**src/pss_pkg.sv**
```systemverilog
// Constants, state codes and carrier types of the supply supervisor and sequencer.
// Assumes a single 20 MHz clock; all supervisory timing is counted in 1 ms ticks.
package pss_pkg;

  ////////////////////////////////////////////////////////////////////////////////
  // Timebase
  localparam int CLK_PERIOD_NS   = 50;
  localparam int TICK_MS         = 1;
  localparam int TICK_CYCLES_DEF = (TICK_MS * 1000000) / CLK_PERIOD_NS;
  localparam int MS_W            = 14;
  typedef logic [MS_W-1:0] pss_ms_type;

  ////////////////////////////////////////////////////////////////////////////////
  // Delays in milliseconds
  localparam pss_ms_type PG_HOLDUP_MS      = 14'h0004;
  localparam pss_ms_type SB_ON_MAX_MS      = 14'h05DC;
  localparam pss_ms_type ALL_ON_MAX_MS     = 14'h09C4;
  localparam pss_ms_type AC_MAIN_DELAY_MS  = 14'h0032;
  localparam pss_ms_type REQ_MAIN_DELAY_MS = 14'h0005;
  localparam pss_ms_type PG_ON_MIN_MS      = 14'h0064;
  localparam pss_ms_type PG_OFF_LEAD_MS    = 14'h0001;
  localparam pss_ms_type PG_LOW_MIN_MS     = 14'h0064;
  localparam pss_ms_type LATCH_AC_CLR_MS   = 14'h3A98;
  localparam pss_ms_type LATCH_REQ_CLR_MS  = 14'h03E8;
  localparam pss_ms_type OCP_QUAL_MS       = 14'h0014;
  localparam pss_ms_type OCW_QUAL_MS       = 14'h000A;
  localparam pss_ms_type SB_OCP_QUAL_MS    = 14'h0001;
  localparam pss_ms_type SB_HICCUP_MS      = 14'h0064;

  ////////////////////////////////////////////////////////////////////////////////
  // Register map (byte addresses) and fields
  localparam int          REG_CTRL_OFF   = 32'h0000_0000;
  localparam int          REG_STATUS_OFF = 32'h0000_0004;
  localparam int          REG_ADDR_OFF   = 32'h0000_0008;
  localparam int          REG_FAULT_OFF  = 32'h0000_000C;
  localparam int          CTRL_INHIBIT_BIT = 0;
  localparam logic        CTRL_INHIBIT_RST = 1'h0;
  localparam logic [7:0]  IDENT_BASE     = 8'hA0;
  localparam logic [7:0]  MGMT_BASE      = 8'hB0;

  ////////////////////////////////////////////////////////////////////////////////
  // Sequencer states
  typedef enum logic [7:0] {
    ST_OFF       = 8'h01,
    ST_SB_START  = 8'h02,
    ST_MAIN_WAIT = 8'h04,
    ST_MAIN_RAMP = 8'h08,
    ST_PG_DELAY  = 8'h10,
    ST_RUN       = 8'h20,
    ST_HOLDUP    = 8'h40,
    ST_PG_DROP   = 8'h80
  } pss_state_type;

  ////////////////////////////////////////////////////////////////////////////////
  // Carriers
  typedef struct packed {
    logic input_present;
    logic standby_in_reg;
    logic main_in_reg;
    logic main_current_limit;
  } pss_sense_type;

  typedef struct packed {
    logic main_overcurrent_trip;
    logic main_overcurrent_warning;
    logic standby_overcurrent_trip;
    logic overvoltage_trip;
    logic standby_overvoltage;
    logic short_circuit_trip;
    logic standby_short;
    logic overtemp_trip;
    logic overtemp_restore;
    logic overpower_warning;
    logic overpower_trip;
    logic temp_warning;
    logic general_failure;
    logic undervoltage;
    logic fan_fail;
  } pss_fault_type;

  typedef struct packed {
    logic [13:0] unused;
    logic        startup_fault;
    logic        alert_line;
    logic        alert;
    logic        sb_off;
    logic        thermal_off;
    logic        main_latched;
    logic        power_good;
    logic        main_enable;
    logic        standby_enable;
    logic        input_good;
    logic [7:0]  state;
  } pss_status_type;

endpackage : pss_pkg

```
**src/pss_sequencer.sv**
```systemverilog
// Supervisor and output sequencer of a redundant front-end supply, APB register slave.
// Assumes all inputs synchronous to pclk; analog comparators deliver the fault and sense flags.
`timescale 1ns/1ps

module pss_sequencer
  import pss_pkg::*;
#(
  parameter int TICK_CYCLES = TICK_CYCLES_DEF,
  parameter int ADDR_W      = 12
) (
  // Clock and reset
  input  wire logic          pclk,
  input  wire logic          presetn,
  // APB slave
  input  wire logic          psel,
  input  wire logic          penable,
  input  wire logic          pwrite,
  input  wire logic [ADDR_W-1:0] paddr,
  input  wire logic [31:0]   pwdata,
  output logic      [31:0]   prdata,
  output logic               pready,
  output logic               pslverr,
  // Host pins
  input  wire logic          remote_on_request_n,
  input  wire logic          address_strap_low,
  input  wire logic          address_strap_high,
  output logic               power_good,
  output logic               input_good,
  input  wire logic          alert_n_i,
  output logic               alert_n_o,
  output logic               alert_n_oe_n,
  // Converter sense and control
  input  wire pss_sense_type sense,
  input  wire pss_fault_type faults,
  output logic               standby_output_enable,
  output logic               main_output_enable,
  output logic      [7:0]    identity_store_addr,
  output logic      [7:0]    management_endpoint_addr
);

  localparam int TICK_W = (TICK_CYCLES > 1) ? $clog2(TICK_CYCLES) : 1;

  function automatic pss_ms_type ms_step(input pss_ms_type v, input logic run, input logic clr);
    if (clr) ms_step = '0;
    else if (run && (v != '1)) ms_step = v + 1'b1;
    else ms_step = v;
  endfunction : ms_step

  ////////////////////////////////////////////////////////////////////////////////
  // Millisecond tick
  logic [TICK_W-1:0] tick_cnt_q;
  wire               tick = (tick_cnt_q == TICK_W'(TICK_CYCLES - 1));

  always_ff @(posedge pclk or negedge presetn) begin
    if (!presetn) tick_cnt_q <= '0;
    else tick_cnt_q <= tick ? '0 : tick_cnt_q + 1'b1;
  end

  ////////////////////////////////////////////////////////////////////////////////
  // Protection state
  pss_state_type state_q, state_d;
  pss_ms_type    state_ms_q, pg_low_ms_q, ocp_ms_q, ocw_ms_q, sbo_ms_q;
  pss_ms_type    sb_off_ms_q, req_off_ms_q, ac_off_ms_q, ac_on_ms_q;
  logic          main_latched_q, thermal_off_q, sb_off_q, ctrl_inhibit_q;
  logic          from_ac_q, from_ac_d, hold_restart, startup_fault_q;
  logic          power_good_q, main_en_q, sb_en_q, input_good_q, alert_oe_n_q;

  wire on_req       = ~remote_on_request_n;
  wire main_prot_ok = on_req & ~main_latched_q & ~thermal_off_q & ~faults.overpower_trip & ~ctrl_inhibit_q;
  wire main_allowed = main_prot_ok & sense.input_present;
  // Current limit blocks the power-good delay but does not by itself drop a running rail
  wire outputs_ok   = sense.main_in_reg & sense.standby_in_reg & ~sense.main_current_limit;

  wire ocp_qual     = ocp_ms_q > OCP_QUAL_MS;
  wire ocw_qual     = ocw_ms_q > OCW_QUAL_MS;
  wire sbo_qual     = sbo_ms_q > SB_OCP_QUAL_MS;
  wire latch_set    = ocp_qual | faults.overvoltage_trip | faults.short_circuit_trip;
  wire latch_clr    = (req_off_ms_q >= LATCH_REQ_CLR_MS) | (ac_off_ms_q >= LATCH_AC_CLR_MS);
  wire sb_fault     = sbo_qual | faults.standby_overvoltage | faults.standby_short;
  wire sb_recover   = (sb_off_ms_q > SB_HICCUP_MS) & ~faults.standby_overvoltage & ~faults.standby_short;
  wire sb_off_d     = sb_fault | (sb_off_q & ~sb_recover);
  wire main_latched_d = latch_set | (main_latched_q & ~latch_clr); // set wins
  wire thermal_off_d  = faults.overtemp_trip | (thermal_off_q & ~faults.overtemp_restore);

  wire pss_ms_type main_delay = from_ac_q ? AC_MAIN_DELAY_MS : REQ_MAIN_DELAY_MS;
  wire state_restart = (state_d != state_q) | hold_restart;

  ////////////////////////////////////////////////////////////////////////////////
  // Sequencer
  always_comb begin
    state_d      = state_q;
    from_ac_d    = from_ac_q;
    hold_restart = 1'b0;
    unique case (state_q)
      ST_OFF: begin
        if (sense.input_present) begin
          state_d   = ST_SB_START;
          from_ac_d = 1'b1;
        end
      end
      ST_SB_START: begin
        if (!sense.input_present) state_d = ST_OFF;
        else if (sense.standby_in_reg) state_d = ST_MAIN_WAIT;
      end
      ST_MAIN_WAIT: begin
        hold_restart = ~main_allowed;
        if (!main_allowed) from_ac_d = 1'b0;
        if (!sense.input_present) state_d = ST_OFF;
        else if (main_allowed && (state_ms_q > main_delay)) state_d = ST_MAIN_RAMP;
      end
      ST_MAIN_RAMP: begin
        if (!main_allowed) state_d = ST_PG_DROP;
        else if (outputs_ok) state_d = ST_PG_DELAY;
      end
      ST_PG_DELAY: begin
        hold_restart = ~outputs_ok;
        if (!main_allowed) state_d = ST_PG_DROP;
        else if (outputs_ok && (state_ms_q > PG_ON_MIN_MS) && (pg_low_ms_q > PG_LOW_MIN_MS)) begin
          state_d = ST_RUN;
        end
      end
      ST_RUN: begin
        // Withdrawal and trips win over ride-through, so power-good never outlives them
        if (!main_prot_ok || !sense.main_in_reg || !sense.standby_in_reg) state_d = ST_PG_DROP;
        else if (!sense.input_present) state_d = ST_HOLDUP;
      end
      ST_HOLDUP: begin
        // Ride-through: the rail is still good, so power-good is held for the hold-up time
        if (!main_prot_ok || !sense.main_in_reg || (state_ms_q > PG_HOLDUP_MS)) state_d = ST_PG_DROP;
        else if (sense.input_present) state_d = ST_RUN;
      end
      ST_PG_DROP: begin
        if (state_ms_q > PG_OFF_LEAD_MS) state_d = sense.input_present ? ST_MAIN_WAIT : ST_OFF;
      end
      default: state_d = ST_OFF;
    endcase
    if ((state_d == ST_PG_DELAY) || (state_d == ST_PG_DROP)) from_ac_d = 1'b0;
  end

  wire pg_d      = (state_d == ST_RUN) | (state_d == ST_HOLDUP);
  wire main_en_d = (state_d != ST_OFF) & (state_d != ST_SB_START) & (state_d != ST_MAIN_WAIT);
  wire sb_en_d   = (state_d != ST_OFF) & ~sb_off_d;
  wire startup_fault_d = ((state_q == ST_SB_START) & (ac_on_ms_q >= SB_ON_MAX_MS))
                       | ((state_q == ST_MAIN_RAMP) & from_ac_q & (ac_on_ms_q >= ALL_ON_MAX_MS))
                       | (startup_fault_q & sense.input_present);
  wire alert_d   = faults.temp_warning | faults.general_failure | faults.undervoltage | faults.fan_fail
                 | faults.overvoltage_trip | faults.standby_overvoltage | ocw_qual
                 | faults.overpower_warning | faults.overpower_trip
                 | ~sense.input_present
                 | main_latched_q | thermal_off_q | sb_off_q | startup_fault_q;

  always_ff @(posedge pclk or negedge presetn) begin
    if (!presetn) begin
      state_q         <= ST_OFF;
      from_ac_q       <= 1'b0;
      main_latched_q  <= 1'b0;
      thermal_off_q   <= 1'b0;
      sb_off_q        <= 1'b0;
      startup_fault_q <= 1'b0;
    end else begin
      state_q         <= state_d;
      from_ac_q       <= from_ac_d;
      main_latched_q  <= main_latched_d;
      thermal_off_q   <= thermal_off_d;
      sb_off_q        <= sb_off_d;
      startup_fault_q <= startup_fault_d;
    end
  end

  always_ff @(posedge pclk or negedge presetn) begin
    if (!presetn) begin
      power_good_q <= 1'b0;
      main_en_q    <= 1'b0;
      sb_en_q      <= 1'b0;
      input_good_q <= 1'b0;
      alert_oe_n_q <= 1'b1;
    end else begin
      power_good_q <= pg_d;
      main_en_q    <= main_en_d;
      sb_en_q      <= sb_en_d;
      input_good_q <= sense.input_present;
      alert_oe_n_q <= ~alert_d;
    end
  end

  ////////////////////////////////////////////////////////////////////////////////
  // Millisecond timers, each cleared when its qualifying condition drops
  always_ff @(posedge pclk or negedge presetn) begin
    if (!presetn) begin
      state_ms_q   <= '0;
      pg_low_ms_q  <= '0;
      ocp_ms_q     <= '0;
      ocw_ms_q     <= '0;
      sbo_ms_q     <= '0;
      sb_off_ms_q  <= '0;
      req_off_ms_q <= '0;
      ac_off_ms_q  <= '0;
      ac_on_ms_q   <= '0;
    end else begin
      state_ms_q   <= ms_step(state_ms_q, tick, state_restart);
      pg_low_ms_q  <= ms_step(pg_low_ms_q, tick, pg_d);
      ocp_ms_q     <= ms_step(ocp_ms_q, tick, ~faults.main_overcurrent_trip);
      ocw_ms_q     <= ms_step(ocw_ms_q, tick, ~faults.main_overcurrent_warning);
      sbo_ms_q     <= ms_step(sbo_ms_q, tick, ~faults.standby_overcurrent_trip);
      sb_off_ms_q  <= ms_step(sb_off_ms_q, tick, ~sb_off_q);
      req_off_ms_q <= ms_step(req_off_ms_q, tick, ~remote_on_request_n);
      ac_off_ms_q  <= ms_step(ac_off_ms_q, tick, sense.input_present);
      ac_on_ms_q   <= ms_step(ac_on_ms_q, tick, ~sense.input_present);
    end
  end

  ////////////////////////////////////////////////////////////////////////////////
  // Address straps, caught once after reset release so a moving strap cannot shift the address
  logic       strap_done_q;
  wire  [7:0] strap_offset = {5'h00, address_strap_high, address_strap_low, 1'h0};

  always_ff @(posedge pclk or negedge presetn) begin
    if (!presetn) begin
      strap_done_q             <= 1'b0;
      identity_store_addr      <= IDENT_BASE;
      management_endpoint_addr <= MGMT_BASE;
    end else if (!strap_done_q) begin
      strap_done_q             <= 1'b1;
      identity_store_addr      <= IDENT_BASE + strap_offset;
      management_endpoint_addr <= MGMT_BASE + strap_offset;
    end
  end

  ////////////////////////////////////////////////////////////////////////////////
  // APB slave, zero wait states; read data captured in the setup cycle
  pss_status_type status_word;
  logic [31:0]    prdata_q;

  wire apb_setup  = psel & ~penable;
  wire apb_access = psel & penable;
  wire sel_ctrl   = (paddr == ADDR_W'(REG_CTRL_OFF));
  wire sel_status = (paddr == ADDR_W'(REG_STATUS_OFF));
  wire sel_addr   = (paddr == ADDR_W'(REG_ADDR_OFF));
  wire sel_fault  = (paddr == ADDR_W'(REG_FAULT_OFF));
  wire addr_hit   = sel_ctrl | sel_status | sel_addr | sel_fault;
  wire ctrl_wr    = apb_access & pwrite & sel_ctrl;
  wire [31:0] rd_word = sel_ctrl   ? {31'h0000_0000, ctrl_inhibit_q}
                      : sel_status ? status_word
                      : sel_addr   ? {16'h0000, management_endpoint_addr, identity_store_addr}
                      : sel_fault  ? {17'h0_0000, faults}
                      : 32'h0000_0000;

  assign status_word = '{unused: 14'h0000, startup_fault: startup_fault_q, alert_line: alert_n_i,
                         alert: ~alert_oe_n_q, sb_off: sb_off_q, thermal_off: thermal_off_q,
                         main_latched: main_latched_q, power_good: power_good_q, main_enable: main_en_q,
                         standby_enable: sb_en_q, input_good: input_good_q, state: state_q};

  always_ff @(posedge pclk or negedge presetn) begin
    if (!presetn) begin
      prdata_q       <= 32'h0000_0000;
      ctrl_inhibit_q <= CTRL_INHIBIT_RST;
    end else begin
      if (apb_setup && !pwrite) prdata_q <= rd_word;
      if (ctrl_wr) ctrl_inhibit_q <= pwdata[CTRL_INHIBIT_BIT];
    end
  end

  assign prdata                = prdata_q;
  assign pready                = 1'b1;
  assign pslverr               = apb_access & ~addr_hit;
  assign power_good            = power_good_q;
  assign input_good            = input_good_q;
  assign main_output_enable    = main_en_q;
  assign standby_output_enable = sb_en_q;
  assign alert_n_o             = 1'b0;
  assign alert_n_oe_n          = alert_oe_n_q;

  ////////////////////////////////////////////////////////////////////////////////
  // Checks
  a_ingood_follows:
    assert property (@(posedge pclk) disable iff (!presetn) !sense.input_present |=> !input_good)
    else $error("input-good still high after input loss");

  a_holdup_time:
    assert property (@(posedge pclk) disable iff (!presetn)
      (state_q == ST_HOLDUP) && (state_d == ST_PG_DROP) && main_prot_ok && sense.main_in_reg
      |-> state_ms_q > PG_HOLDUP_MS)
    else $error("power-good dropped before hold-up time");

  a_ac_main_delay:
    assert property (@(posedge pclk) disable iff (!presetn)
      $rose(main_output_enable) && $past(from_ac_q) |-> $past(state_ms_q) > AC_MAIN_DELAY_MS)
    else $error("main enabled too early after standby");

  a_req_main_delay:
    assert property (@(posedge pclk) disable iff (!presetn)
      $rose(main_output_enable) |-> $past(state_ms_q) > REQ_MAIN_DELAY_MS)
    else $error("main enabled too early after on request");

  a_req_pg_drop:
    assert property (@(posedge pclk) disable iff (!presetn) power_good && remote_on_request_n |=> !power_good)
    else $error("power-good held after on request withdrawn");

  a_pg_on_delay:
    assert property (@(posedge pclk) disable iff (!presetn)
      $rose(power_good) |-> ($past(state_ms_q) > PG_ON_MIN_MS) && ($past(pg_low_ms_q) > PG_LOW_MIN_MS))
    else $error("power-good rose too early");

  a_pg_leads_main:
    assert property (@(posedge pclk) disable iff (!presetn)
      $fell(main_output_enable) |-> !power_good && (pg_low_ms_q > PG_OFF_LEAD_MS))
    else $error("main disabled too soon after power-good fell");

  a_latch_clear:
    assert property (@(posedge pclk) disable iff (!presetn)
      main_latched_q && (req_off_ms_q >= LATCH_REQ_CLR_MS) && !latch_set |=> !main_latched_q)
    else $error("latch not cleared by on request off time");

  a_ocp_latch:
    assert property (@(posedge pclk) disable iff (!presetn) ocp_qual |=> main_latched_q ##1 !power_good)
    else $error("overcurrent did not latch main off");

  a_ocw_alert:
    assert property (@(posedge pclk) disable iff (!presetn) ocw_qual |=> !alert_n_oe_n)
    else $error("overcurrent warning did not raise alert");

  a_sb_hiccup:
    assert property (@(posedge pclk) disable iff (!presetn) sbo_qual |=> !standby_output_enable)
    else $error("standby not shut on overcurrent");

  a_thermal_off:
    assert property (@(posedge pclk) disable iff (!presetn) thermal_off_q |=> !power_good)
    else $error("power-good high during overtemperature");

  // The release edge itself still runs the reset branch, so it may not start an attempt
  a_input_alert:
    assert property (@(posedge pclk) disable iff (!presetn) presetn && !sense.input_present |=> !alert_n_oe_n)
    else $error("alert not raised on input loss");

  a_short_latch:
    assert property (@(posedge pclk) disable iff (!presetn) faults.short_circuit_trip |=> main_latched_q)
    else $error("main short did not latch main off");

  a_sb_kept_on_trip:
    assert property (@(posedge pclk) disable iff (!presetn)
      latch_set && !sb_fault && !sb_off_q && (state_q != ST_OFF) && sense.input_present
      |=> standby_output_enable)
    else $error("standby dropped on a main trip");

  a_pg_needs_rails:
    assert property (@(posedge pclk) disable iff (!presetn)
      $rose(power_good) |-> $past(sense.main_in_reg) && $past(sense.standby_in_reg)
                            && !$past(sense.main_current_limit))
    else $error("power-good rose without regulated rails");

  a_temp_alert:
    assert property (@(posedge pclk) disable iff (!presetn) faults.temp_warning |=> !alert_n_oe_n)
    else $error("temperature warning did not raise alert");

endmodule : pss_sequencer

```
**config.mk**
```make
export PLATFORM = sky130hd
export DESIGN_NAME = pss_sequencer
export DESIGN_NICKNAME = d
export VERILOG_FILES = /design/src/pss_pkg.sv /design/src/pss_sequencer.sv
export SDC_FILE = /design/constraint.sdc
export NUM_CORES = 1
export LEC_CHECK = 0
export ABC_AREA = 1
export ABC_CLOCK_PERIOD_IN_PS = 2500
export BUFFER_PORTS_ARGS = -buffer_cell sky130_fd_sc_hd__buf_2
export CORE_MARGIN = 2
export CORE_UTILIZATION = 45
export DETAILED_ROUTE_END_ITERATION = 10
export HOLD_SLACK_MARGIN = 0.06
export PLACE_DENSITY = 0.62
export SLEW_MARGIN = 5
export SYNTH_ARGS = -nofsm -noshare
export SYNTH_HDL_FRONTEND = slang
export SYNTH_SLANG_ARGS = --single-unit
```
**constraint.sdc**
```tcl
create_clock -name pclk -period 2.5 [get_ports pclk]
set_input_delay 0.25 -clock pclk [delete_from_list [all_inputs] [get_ports pclk]]
set_output_delay 0.25 -clock pclk [all_outputs]
set_load 0.01 [all_outputs]
```
Yosys cells after proc, flatten, opt, wreduce, memory -nomap -nowiden

Cells that the tools add are included.
Widths: inputs -> output; s select.

Add/sub/neg operators: 12
Eq/ne operators: 37
Magnitude comparators: 13
Mux-type cells: 45
Div/mod/pow operators: 0
Reduce and logical (&&, ||, !) cells: 27
$mul: 0
Bitwise logic cells: 71
Shifts and indexed selects: 0

Operators with widths:

| cell                  | number |
|---|---|
| $mux 14               | 18 |
| $add 14x1->14 const B | 9 |
| $ne 14x14->1 const B  | 9 |
| $mux 8                | 14 |
| $pmux 8 s8            | 1 |
| $gt 14x7->1 const B   | 3 |
| $mux 18               | 2 |
| $mux 15               | 2 |
| $gt 14x1->1 const B   | 2 |
| $or 1x1->1            | 28 |
| $and 1x1->1           | 24 |
| $eq 12x4->1 const B   | 2 |
| $not 1->1             | 19 |
| $add 8x3->8 const A   | 2 |
| $eq 8x5->1 const B    | 2 |
| $eq 8x6->1 const B    | 2 |
| $eq 8x7->1 const B    | 2 |
| $eq 8x8->1 const B    | 2 |
| $mux 16               | 1 |
| $add 15x1->15 const B | 1 |
| $eq 15x15->1 const B  | 1 |
| $ge 14x10->1 const B  | 1 |
| $ge 14x11->1 const B  | 1 |
| $ge 14x12->1 const B  | 1 |
| 27 further kinds      | 56 |

Input port bits: 72
Memory bits (writable): 0
Memory bits (read-only): 0
Register bits after elaboration: 209
Memories kept: 0
Latch bits: 0

Logic depth before layout (Yosys ltp)

Gate-level depths: netlist of run 1.

Word-level depth: 14
Mapped depth: 20
Mapped depth without buffers: 19

Worst setup path before layout of run 1

Ideal clock, no wire load.

Path type: reg2reg
Start: register from_ac_q
End: register state_ms_q[10]
Buffers on the path: 1
Arrival: 1992 ps
Stages on the path, launching flop included: 18
Path slack: 440 ps
Required time: 2432 ps
Path through: dfrtp_1 -> inv_1 -> ha_1 -> nand2_1 -> nor2_1 -> nand2_1 -> nor2_1 -> nor2_1 -> nand2_1 -> nand3_2 -> o21ai_1 -> inv_1 -> nor2_1 -> nand3_1 -> nor2_2 -> inv_2 -> buf_8 -> nor2_4

Word-level cells in the longest chain between the ends: 9
Elaborated cells on any way between the ends: 10
Classes of those cells: 1 x order compare; 1 x eq/ne; 5 x mux; 1 x bitwise; 2 x reduce/logical

RTL lines:

| what                                                | line                 | source |
|---|---|---|
| start, declared                                     | pss_sequencer.sv:65  | `logic from_ac_q, from_ac_d, hold_restart, startup_fault_q;` |
| start signal, assigned                              | pss_sequencer.sv:162 | `from_ac_q <= from_ac_d;` |
| $mux 6 (*)                                          | pss_sequencer.sv:85  | `wire pss_ms_type main_delay = from_ac_q ? AC_MAIN_DELAY_MS : REQ_MAIN_DELAY_MS;` |
| $gt 14x6->1 (*)                                     | pss_sequencer.sv:109 | `else if (main_allowed && (state_ms_q > main_delay)) state_d = ST_MAIN_RAMP;` |
| $logic_and 1x1->1 (*)                               | pss_sequencer.sv:109 |  |
| $mux 8 (*)                                          | pss_sequencer.sv:109 |  |
| $mux 8 (*)                                          | pss_sequencer.sv:108 | `if (!sense.input_present) state_d = ST_OFF;` |
| $pmux 8 s8 (*)                                      | pss_sequencer.sv:94  | `unique case (state_q)` |
| $ne 8x8->1 (*)                                      | pss_sequencer.sv:86  | `wire state_restart = (state_d != state_q) \| hold_restart;` |
| $or 1x1->1 (*)                                      | pss_sequencer.sv:86  |  |
| $mux 14 / $reduce_bool 2->1 (equally long branches) | n/a                  |  |
| end signal, assigned                                | pss_sequencer.sv:200 | `state_ms_q <= ms_step(state_ms_q, tick, state_restart);` |
| end, declared                                       | pss_sequencer.sv:62  | `pss_ms_type state_ms_q, pg_low_ms_q, ocp_ms_q, ocw_ms_q, sbo_ms_q;` |

Every way passes the cells marked *; elsewhere a longest branch is shown, timed or not.
A chain may end at the register's enable or synchronous reset.

Worst setup path in the final report of run 1

Start: register state_q[3]
End: register state_ms_q[5]

Word-level cells in the longest chain between the ends: 6
Elaborated cells on any way between the ends: 28
Classes of those cells: 9 x eq/ne; 17 x mux; 1 x bitwise; 1 x reduce/logical

RTL lines:

| what                                                | line                 | source |
|---|---|---|
| start, declared                                     | pss_sequencer.sv:61  | `pss_state_type state_q, state_d;` |
| start signal, assigned                              | pss_sequencer.sv:161 | `state_q <= state_d;` |
| $mux 8 (tied with other cells)                      | pss_sequencer.sv:130 | `else if (sense.input_present) state_d = ST_RUN;` |
| $mux 8 (tied with other cells)                      | pss_sequencer.sv:129 | `if (!main_prot_ok \|\| !sense.main_in_reg \|\| (state_ms_q > PG_HOLDUP_MS)) state_d = ST_PG_DROP;` |
| $pmux 8 s8                                          | pss_sequencer.sv:94  |  |
| $ne 8x8->1                                          | pss_sequencer.sv:86  |  |
| $or 1x1->1 (*)                                      | pss_sequencer.sv:86  |  |
| $mux 14 / $reduce_bool 2->1 (equally long branches) | n/a                  |  |

Marks and branches as above.

==> key figures, run 1 <==
Status
  – Run status: finished clean

Clocking
  – TritonCTS Buffers: 17
  – Root buf cell: clkbuf_16
  – Worst-Skew Late Latency: between 0.4 and 0.5 ns
  – CTS tree: done
  – Clock Pin Slew Worst Setup and Hold Paths: 0.07 ns
  – Sinks on the clock net: ~180
  – Htree depth: 4
  – Max Root-Sink Buffers: 2

Timing
  – Setup Skew: 0.0135 ns
  – Slew Viols, Final: 0
  – Worst setup margin: about 0.12 ns
  – Tmin final: 2.38 ns
  – Slew HR: 46.2%
  – Final hold vios: 0
  – Setup Viol. Count Final: 0
  – Fin crit share: between 90% and 100%
  – FMAX: 0.421 GHz
  – Unrepaired setup endpoints after global routing: yes
  – Worst Tran Pin Value: ~0.80 ns

Cells and area
  – N_diodes: 0
  – Share of cells above drive strength 1: between 10% and 20%
  – Design area: roughly 0.012 mm2
  – Multi-input gate area: 0.00519 mm2
  – Fin util: 52.6%
  – Synthesis-to-layout area growth: 15.4%
  – Final layout net count: 1590
  – Register area: roughly 0.0045 mm2
  – Fillers: 2327

Power and ir drop
  – Leak Pwr: 5.80 nW
  – Pwr/cell area: about 560 mW/mm2
  – Final Total Pwr: between 6 and 7 mW
  – Max VDD drop: about 0.00039 V

Worst setup path
  – Critical Path Start Type: flop
  – Crit path launch: state_q[3]
  – WS Path Type: flop to flop
  – Worst reg2reg setup slack: roughly 0.12 ns
  – Crit path arrival time: 2.75 ns
  – WP data required: about 2.9 ns
  – RR Startpoint: state_q[3]
  – RR Endpoint: state_ms_q[5]
  – Reg2reg path depth: 16
  – Crit path max fanout: 6
  – Worst setup path endpoint: state_ms_q[5]
  – Crit path capture type: flop

Floorplan
  – Starting density of the core: between 40% and 50%
  – I/O Pins: between 100 and 150
  – DIE AREA: 0.0250 mm2
  – Core area: between 0.02 and 0.025 mm2
  – Die width: roughly 160 um
  – FP Rows: 56
  – Chip height: ~160 um

Logic synthesis
  – Top cell type by total area after synthesis: dfrtp_1
  – Predominant post-synthesis flop cell: dfrtp_1
  – Flops & latches, synth: roughly 180
  – Largest family of logic cells by synthesized area: simple AND/OR/NAND/NOR gates
  – Post-Synth Adder-Cell Area: 3.17%
  – Post-Synthesis Cells: approximately 1400
  – Count of different cell masters after synthesis: 66
  – Sequential area share after synthesis: a little over two fifths
  – Ys async rst share: 100%
  – YS warnings: 0
  – Synth Area per Inst: between 7 and 8 um2
  – Post-synthesis xor/xnor area fraction: approximately 1.9%
  – Post-synth top area share: a little over two fifths
  – Mux cell area share after synthesis: less than 1%
  – Mapped Area: around 0.011 mm2
  – Simple-Gate Fraction of Synth Area: ~29%
  – Post-synth EDFFs: 0
  – Compound-Gate Fraction of Synth Area: approximately 13%
  – Area contributors post-synth: dfrtp_1 42%, nand2_1 8.1%, inv_1 6.9%, nor2_1 4.9%, nand3_1 4.1%

Placement
  – Final GP Congestion: ~0.91
  – Final HPWL from detailed placement: about 19000 um
  – Place WS: 0.0896 ns
  – Placed cell area: ~0.012 mm2
  – Port buffer count: just under 70

Detailed routing
  – First drt pass iteration count: 5
  – Via density: slightly above 5
  – Routed Antenna Nets: 0
  – Drt wl/cell: 14.1 um
  – Residual DRC: 0
  – Starting DRT DRC Count: around 660
  – DR vias: between 9000 and 10000
  – Total length of routed wires: roughly 26000 um

Global route
  – First-pass GRT wire length: roughly 43000 um
  – Vias in the first global route: around 8900
  – Initial antenna violation count: 0
  – Gr usage total: a little over a fifth
  – Largest net degree at the start of global routing: just over 70
  – Remaining Overflow, GRT: 0

Run
  – Max-cap violations: 0

Min path
  – HP Class: input port to flop
## kinds of logic after synthesis
logic type | count (synthesis)
DFF | 181
AOI/OAI and AO/OA | 237
other | 2
and+or+nand+nor | 632
muxes | 2
adders and majority gates | 27
buffers and inverters | 268
xor gates and xnor gates | 23
## cell usage in the layout, fill, tap and decap left out, types with 5 or more instances in the layout
master / netlist / routed
nand2_1: 229 / 226
inv_1: 197 / 194
dfrtp_1: 179 / 178
nor2_1: 139 / 135
nand3_1: 88 / 86
o21ai_0: 84 / 84
a21oi_1: 76 / 74
buf_2: 2 / 67
nor3_1: 62 / 62
buf_4: 30 / 40
conb_1: 2 / 29
ha_1: 27 / 27
inv_2: 21 / 23
nand4_1: 23 / 23
xor2_1: 22 / 22
nor4_1: 20 / 19
nor2_4: 14 / 17
clkbuf_16: 0 / 17
nor2_2: 13 / 14
o21ai_1: 11 / 11
nand2_2: 7 / 10
o21a_1: 8 / 8
nor3_2: 8 / 7
o211ai_1: 7 / 7
a31oi_1: 7 / 7
a221oi_1: 7 / 7
nor3b_1: 6 / 6
dlygate4sd3_1: 0 / 6
nand4_2: 8 / 5
a22oi_1: 5 / 5
a211oi_1: 5 / 5
clkinvlp_4: 0 / 5
## sequential cells by signal, indices dropped and copies added (netlist names), 14 cells and up
name / cells
ac_off_ms_q: 14
req_off_ms_q: 14
ocp_ms_q: 14
sbo_ms_q: 14
prdata: 18
ocw_ms_q: 14
pg_low_ms_q: 14
state_ms_q: 14
ac_on_ms_q: 14
sb_off_ms_q: 14
tick_cnt_q: 15
## report_power, final
group | internal [mW] | switching [mW] | leakage, nW | total [mW]
Clock | 1.48 | 1.21 | 0.266 | 2.69
Combinational | 0.427 | 0.754 | 3.13 | 1.18
Sequential | 3.00 | 0.0584 | 2.40 | 3.06
## per-stage QoR
stage / setup TNS (ns) / hold WS [ns] / instances
finish: 0 / 0.0702 / 1822
floorplan: 0 / -0.0456 / 1399
global route: -0.0311 / 0.0844 / 1822
global placement: 0 / 0.321 / 1781
CTS: 0 / 0.0712 / 1818
detailed placement: 0 / 0.323 / 1781
## timing repair
action | in CTS | in global routing
gates resized for setup | 0 | 24
endpoints found under the setup margin | 0 | 19
hold buffers | 6 | 0
setup buffers | 0 | 4
endpoints found under the hold margin | 69 | 0
## cells in the mapped netlist, drive strengths merged (2+ instances only)
cell    number
ha          27
or2          3
mux2         2
xor2        22
o31ai        2
a22oi        5
and3         2
buf         35
a221oi       7
o21a         8
a31oi        7
nand3       91
a211oi       5
clkinv       5
o21bai       3
o22ai        3
nor3        71
nor3b        7
nor2       166
inv        219
o211ai       7
dfstp        2
nor4        21
a32o         4
a41oi        2
clkbuf       9
conb         2
a21oi       77
dfrtp      179
o21ai       98
nand4       31
nand2      237
## routing by layer
layer / wire length [um] / up-vias / GRT usage, %
met5: 0 / - / 0
met4: 357 / 0 / 5.23
met3: 1150 / 24 / 3.67
met2: 12200 / 191 / 35.3
met1: 12100 / 4421 / 29.6
li1: - / 4709 / -
## worst min-delay path by stage
stage | start | to | cells past startpoint | slack [ns]
6_report | pwdata[0] | ctrl_inhibit_q | 3 | 0.07
5_1_grt | pwdata[0] | ctrl_inhibit_q | 3 | 0.08
4_1_cts | pwdata[0] | ctrl_inhibit_q | 3 | 0.07
3_3_place_gp | presetn | sb_off_ms_q[5] | 1 | 0.32
2_1_floorplan | presetn | ac_off_ms_q[0] | 0 | -0.05
3_5_place_dp | presetn | sb_off_ms_q[4] | 1 | 0.32
## critical path: stages (launching register included)
cell     delay [ns]
dfrtp_1        0.46
inv_2          0.08
nand2_1        0.09
nor2_4         0.21
inv_2          0.06
nor2_2         0.17
nand2_2        0.13
a21oi_2        0.14
a21oi_1        0.08
nand2_1        0.09
o21ai_1        0.07
nor2_1         0.14
nand2_2        0.09
nor2_4         0.16
inv_4          0.08
buf_4          0.17
nor2_4         0.07
## area by class of cell
cell class / instances / share of cell area (%)
timing repair buffer: 117 / 6.25
sequential: 181 / 36.8
clock inverter: 13 / 1.19
tap: 319 / 3.24
inverter: 224 / 6.88
clock buffer: 18 / 3.48
multi-input combinational: 950 / 42.2
No activity file was read; power rests on OpenSTA's default activity.
==> run 2, diff against run 1 <==
--- a/config.mk
+++ b/config.mk
@@ -6,11 +6,12 @@
 export NUM_CORES = 1
 export LEC_CHECK = 0
 export ABC_AREA = 1
-export ABC_CLOCK_PERIOD_IN_PS = 2500
+export ABC_CLOCK_PERIOD_IN_PS = 3000
 export BUFFER_PORTS_ARGS = -buffer_cell sky130_fd_sc_hd__buf_2
 export CORE_MARGIN = 2
 export CORE_UTILIZATION = 45
 export DETAILED_ROUTE_END_ITERATION = 10
+export GPL_ROUTABILITY_DRIVEN = 0
 export HOLD_SLACK_MARGIN = 0.06
 export PLACE_DENSITY = 0.62
 export SLEW_MARGIN = 5
==> constraint.sdc (replaced) <==
create_clock -name pclk -period 3 [get_ports pclk]
set_input_delay 0.3 -clock pclk [delete_from_list [all_inputs] [get_ports pclk]]
set_output_delay 0.3 -clock pclk [all_outputs]
set_load 0.01 [all_outputs]
==> key figures, run 2 (synthesis results as in run 1) <==
Status
  – Run status: finished clean

Global route
  – Initial antenna violation count: 0 (unchanged)
  – Gr usage total: 20.8% (-0.69 points)
  – Remaining Overflow, GRT: 0 (unchanged)
  – First-pass GRT wire length: 41500 um (-3.2%)
  – Largest net degree at the start of global routing: 65 (-9.7%)
  – Vias in the first global route: 8594 (-3.4%)

Cells and area
  – Most frequent cells in the layout: 229 x nand2_1, 197 x inv_1, 179 x dfrtp_1
  – Design area: 0.0119 mm2 (-3.3%)
  – Synthesis-to-layout area growth: 11.6%
  – Most common cell after layout, fill and taps aside: nand2_1
  – Max reg flops: 18 (unchanged)
  – Fillers: 2304 (-0.99%)
  – Final layout net count: 1557 (-2.1%)
  – Share of cells above drive strength 1: 14.0% (-2.5 points)
  – N_diodes: 0 (unchanged)
  – Fin util: 50.9% (-1.7 points)

Clocking
  – TritonCTS Buffers: 17 (unchanged)
  – Htree depth: 4 (unchanged)
  – CTS tree: done
  – Worst-Skew Late Latency: 0.44 ns (about the same)
  – Sinks on the clock net: 181 (unchanged)
  – Root buf cell: clkbuf_16
  – Resized cells post-CTS: 0 (unchanged)
  – Clock Pin Slew Worst Setup and Hold Paths: 0.07 ns (about the same)
  – Max Root-Sink Buffers: 2 (unchanged)

Timing
  – Hold slack: 0.0774 ns (+0.00717 ns)
  – Slew HR: 59.7% (+13 points)
  – Setup_tns: 0 ns (unchanged)
  – Tmin final: 2.62 ns (+0.249 ns)
  – Fin crit share: 87.5% (-7.5 points)
  – FMAX: 0.381 GHz (-9.5%)
  – Worst Tran Pin Value: 0.600 ns (-0.204 ns)
  – Slew Viols, Final: 0 (unchanged)
  – Unrepaired setup endpoints after global routing: no
  – Setup Skew: 0.0141 ns (+0.000604 ns)
  – Setup Viol. Count Final: 0 (unchanged)
  – Final hold vios: 0 (unchanged)

Worst setup path
  – Largest delay share family, worst path: simple AND/OR/NAND/NOR gates
  – WS Path Type: flop to flop
  – Crit path max fanout: 13 (+7)
  – Crit path launch: from_ac_q
  – RR Startpoint: from_ac_q
  – Worst path cell trace: inv_1 -> ha_1 -> nand2_1 -> nor2_1 -> nand2_1 -> nor2_1 -> nor2_1 -> nand2_1 -> o21ai_1 -> nand2_1 -> o221ai_1 -> nor2_2 -> nand2_1 -> nor2_2 -> inv_2 -> nor2_1
  – CP most frequent cell: nand2_1
  – Slowest stage delay, CP: 0.39 ns (-0.07 ns)
  – Critical Path Start Type: flop
  – Crit path capture type: flop
  – Reg2reg path depth: 16 (unchanged)
  – Crit path arrival time: 2.98 ns (+0.23 ns)
  – WP data required: 3.36 ns (+0.49 ns)
  – RR Endpoint: state_ms_q[2]
  – Crit-path slowest cell: dfrtp_1
  – Critical path buffers and inverters: 2 (-2)
  – Worst reg2reg setup slack: 0.38 ns (+0.25 ns)

Floorplan
  – Chip height: 158 um (unchanged)
  – Die width: 158 um (unchanged)
  – Core area: 0.0234 mm2 (unchanged)
  – FP Rows: 56 (unchanged)
  – Starting density of the core: 45.6% (unchanged)
  – DIE AREA: 0.0250 mm2 (unchanged)
  – I/O Pins: 128 (unchanged)

Min path
  – HP Start: faults[6]
  – Worst hold endpoint: thermal_off_q
  – Hold Path Depth: 2 (-1)
  – HP Class: input port to flop

Detailed routing
  – Via density: 5.10 (-0.57%)
  – First drt pass iteration count: 5 (unchanged)
  – Routed Antenna Nets: 0 (unchanged)
  – Total length of routed wires: 25200 um (-2.3%)
  – Residual DRC: 0 (unchanged)
  – Starting DRT DRC Count: 656 (-1.2%)
  – Drt wl/cell: 14.1 um (-0.53%)
  – DR vias: 9129 (-2.3%)

Power and ir drop
  – Logic pwr share: 14.3% (-2.7 points)
  – Power share of the clock group: 38.9% (about the same)
  – Pwr/cell area: 459 mW/mm2 (-18%)
  – Max VDD drop: 0.000249 V (-36%)
  – Internal: 3.80 mW (-23%)
  – Leak Pwr: 5.61 nW (-3.3%)
  – Register share of total power: 46.9% (+2.7 points)
  – Psw: 1.67 mW (-18%)
  – Final Total Pwr: 5.46 mW (-21%)
  – Switching fraction of total power: 30.5% (+1.3 points)

Run
  – Max-cap violations: 0 (unchanged)

Placement
  – Placed cell area: 0.0114 mm2 (-1.8%)
  – Port buffer count: 68 (unchanged)
  – Final HPWL from detailed placement: 19000 um (-2.1%)
## run 2: cell types whose count changed in the layout (fill, tap and decap cells not counted), sizes merged
cell | previous run | this run
buf | 110 | 82
clkinv | 7 | 8
inv | 223 | 225
bufinv | 2 | 0
dlygate4sd3 | 6 | 1
## run 2: metrics by stage
step,setup WS [ns],std cells
2_1_floorplan,0.940,1399
3_3_place_gp,0.470,1757
3_5_place_dp,0.405,1757
4_1_cts,0.383,1790
5_1_grt,0.108,1790
6_report,0.376,1790
## run 2: worst max-delay path by stage
| stage | to | slack (ns) | cells past startpoint |
|---|---|---|---|
| floorplan | state_ms_q[10] | 0.94 | 17 |
| global placement | state_ms_q[1] | 0.47 | 16 |
| detailed placement | state_ms_q[0] | 0.40 | 16 |
| CTS | state_ms_q[0] | 0.38 | 16 |
| global route | state_ms_q[2] | 0.11 | 16 |
| finish | state_ms_q[2] | 0.38 | 16 |
## run 2: timing repair
action	CTS	global route
buffers inserted	0	0
setup endpoints to repair	0	0
endpoints found under the hold margin	55	0
hold buffers	1	0
## run 2: layout make-up
cell class                 count  area (um2)  area share, %
clock buffer                  18         429           3.60
clock inverter                14         118          0.987
inverter                     224         845           7.09
multi-input combinational    950        5100           42.9
sequential                   181        4530           38.1
tap                          319         399           3.35
timing repair buffer          84         484           4.07
## run 2: power groups by stage
stage               clock network [mW]  registers (mW)  logic, mW
global placement                     0            2.61      0.772
floorplan                            0            2.59      0.607
global route                      2.29            2.57      0.882
finish                            2.12            2.56      0.780
detailed placement                   0            2.61      0.780
CTS                               2.18            2.56      0.784
## run 2: metal layers
layer  vias up  wire, um  part of all wire, %  GRT usage (%)
li1       4663         -                    -              -
met1      4266     12100                   48           28.8
met2       178     11700                   47           34.0
met3        22      1060                  4.2           3.34
met4         0       313                  1.2           5.36
met5         -         0                    0              0
==> run 3, diff against run 2 <==
--- a/config.mk
+++ b/config.mk
@@ -5,7 +5,6 @@
 export SDC_FILE = /design/constraint.sdc
 export NUM_CORES = 1
 export LEC_CHECK = 0
-export ABC_AREA = 1
 export ABC_CLOCK_PERIOD_IN_PS = 3000
 export BUFFER_PORTS_ARGS = -buffer_cell sky130_fd_sc_hd__buf_2
 export CORE_MARGIN = 2
==> key figures, run 3 <==
Status
  – Run status: finished clean

Timing
  – Unrepaired setup endpoints after global routing: no
  – Worst Tran Pin Value: 0.951 ns (+0.351 ns)
  – Tmin final: 2.77 ns (+0.147 ns)
  – Final hold vios: 0 (unchanged)
  – Slew Viols, Final: 0 (unchanged)
  – Worst setup margin: 0.230 ns (-0.147 ns)
  – Setup Skew: 0.0118 ns (-0.00226 ns)
  – Setup Viol. Count Final: 0 (unchanged)
  – Setup_tns: 0 ns (unchanged)
  – Slew HR: 36.6% (-23 points)
  – Hold slack: 0.0940 ns (+0.0166 ns)
  – Fin crit share: 92.3% (+4.9 points)
  – FMAX: 0.361 GHz (-5.3%)

Worst setup path
  – Crit path arrival time: 3.04 ns (+0.06 ns)
  – Worst path cell trace: or4_4 -> or3_2 -> nor2_1 -> a31o_2 -> nor2_1 -> a21oi_2 -> nor3_1
  – WS Path Type: flop to flop
  – Crit-path slowest cell: a21oi_2
  – WP data required: 3.27 ns (-0.09 ns)
  – CP most frequent cell: nor2_1
  – Critical Path Start Type: flop
  – Slowest stage delay, CP: 0.72 ns (+0.33 ns)
  – Crit path max fanout: 14 (+1)
  – Worst reg2reg setup slack: 0.23 ns (-0.15 ns)
  – Crit path capture type: flop

Cells and area
  – N_diodes: 0 (unchanged)
  – Most frequent cells in the layout: 179 x dfrtp_1, 106 x nor2_1, 93 x nand2_1
  – Design area: 0.0115 mm2 (-3.8%)
  – Share of cells above drive strength 1: 14.2% (+0.18 points)
  – Most common cell after layout, fill and taps aside: dfrtp_1
  – Final layout net count: 1256 (-19%)
  – Synthesis-to-layout area growth: 12.3%
  – Max reg flops: 18 (unchanged)

Detailed routing
  – Drt wl/cell: 15.9 um (+13%)
  – Residual DRC: 0 (unchanged)
  – Total length of routed wires: 23200 um (-7.8%)
  – First drt pass iteration count: 6 (+1)
  – DR vias: 8003 (-12%)
  – Via density: 5.50 (+7.8%)
  – Routed Antenna Nets: 0 (unchanged)
  – Starting DRT DRC Count: 572 (-13%)

Clocking
  – Clock Pin Slew Worst Setup and Hold Paths: 0.06 ns (about the same)
  – Root buf cell: clkbuf_16
  – Sinks on the clock net: 181 (unchanged)
  – TritonCTS Buffers: 17 (unchanged)
  – CTS tree: done
  – Htree depth: 4 (unchanged)
  – Worst-Skew Late Latency: 0.44 ns (about the same)
  – Max Root-Sink Buffers: 2 (unchanged)

Logic synthesis
  – YS warnings: 0 (unchanged)
  – Post-synth EDFFs: 0 (unchanged)
  – Top-count cell post-synth: dfrtp_1
  – Predominant post-synthesis flop cell: dfrtp_1
  – Synth Area per Inst: 9.47 um2 (+22%)
  – Area contributors post-synth: dfrtp_1 44%, xnor2_1 5.3%, xor2_1 4.5%, nor2_1 3.9%, nand2_1 3.4%
  – Top cell type by total area after synthesis: dfrtp_1
  – Mapped Area: 0.0102 mm2 (-4.4%)
  – Post-synth top cells: 179 x dfrtp_1, 106 x nor2_1, 93 x nand2_1
  – Post-synth top area share: 43.9% (+1.9 points)
  – Ys async rst share: 100% (unchanged)
  – Flops & latches, synth: 181 (unchanged)
  – Post-Synthesis Cells: 1078 (-21%)
  – Count of different cell masters after synthesis: 73 (+11%)
  – Sequential area share after synthesis: 44.4% (+1.9 points)

Floorplan
  – Starting density of the core: 45.5% (-0.12 points)
  – I/O Pins: 128 (unchanged)
  – DIE AREA: 0.0239 mm2 (-4.3%)
  – FP Rows: 55 (-1.8%)
  – Chip height: 155 um (-2.2%)
  – Die width: 155 um (-2.2%)
  – Core area: 0.0224 mm2 (-4.1%)

Placement
  – Placed cell area: 0.0108 mm2 (-4.6%)
  – Final HPWL from detailed placement: 16600 um (-13%)
  – Port buffer count: 68 (unchanged)
  – Place WS: 0.213 ns (-0.191 ns)

Global route
  – Largest net degree at the start of global routing: 90 (+38%)
  – Gr usage total: 20.2% (-0.58 points)
  – Remaining Overflow, GRT: 0 (unchanged)
  – First-pass GRT wire length: 39000 um (-6.2%)
  – Initial antenna violation count: 1 (+1)
  – Vias in the first global route: 7714 (-10%)

Power and ir drop
  – Leak Pwr: 5.19 nW (-7.5%)
  – Pwr/cell area: 467 mW/mm2 (+1.8%)
  – Max VDD drop: 0.000317 V (+27%)

Min path
  – HP Class: input port to flop

Run
  – Max-cap violations: 0 (unchanged)
==> run 3: cell type report <==
class	instances	area, um2
Clock buffer	21	460
Clock inverter	11	126
Fill cell	2075	11000
Inverter	38	143
Multi-Input combinational cell	823	5280
Sequential cell	181	4530
Tap cell	285	357
Timing Repair Buffer	96	562
==> run 3: final timing paths <==
kind | from | end | depth (start not counted)
max in group asynchronous | presetn | prdata[14] | 3
max | state_q[5] | state_ms_q[13] | 7
min | faults[7] | thermal_off_q | 2
min in group asynchronous | presetn | ocw_ms_q[5] | 2
min reg2reg | prdata[0] | prdata[0] | 2
max reg2reg | state_q[5] | state_ms_q[13] | 7
==> run 3: metal layers <==
layer,global-route usage [%],vias up,part of all wire (%)
met2,31.9,153,46
met5,0,-,0.056
met4,5.91,2,1.6
met3,3.98,26,4.2
li1,-,3916,-
met1,28.3,3906,48
==> run 3: kinds of logic after synthesis <==
group           Yosys count  share of synthesized area, %
mux                      13                          1.36
xor+xnor                115                          9.87
fa+ha+maj                27                          3.31
compound gates          135                          9.49
buf+inv                 101                          4.95
simple gates            504                          26.5
flops                   181                          44.4
other cells               2                        0.0736
==> run 3: through the flow <==
stage	utilization (%)	total power [mW]	std cells
2_1_floorplan	-	2.99	1105
4_1_cts	51.0	5.41	1453
3_3_place_gp	48.3	3.14	1420
3_5_place_dp	48.3	3.15	1420
5_1_grt	51.1	5.57	1455
6_report	51.1	5.35	1455
==> run 3: critical path: cells and delay by family (launching register included) <==
kind | cells | cell delay, ns
AO/OA/AOI/OAI | 2 | 0.89
flip-flops | 1 | 0.37
AND/OR/NAND/NOR | 5 | 1.35
==> run 3: power breakdown <==
| part | internal (mW) | switching [mW] |
|---|---|---|
| clock | 1.28 | 0.970 |
| sequential | 2.48 | 0.0611 |
| combinational | 0.193 | 0.373 |
| total | 3.94 | 1.40 |
==> run 3: timing repair <==
action	4_1_cts	5_1_grt
setup endpoints to repair	0	2
setup buffers	0	2
resized for setup	0	1
hold buffers	1	0
hold endpoints to repair	83	0
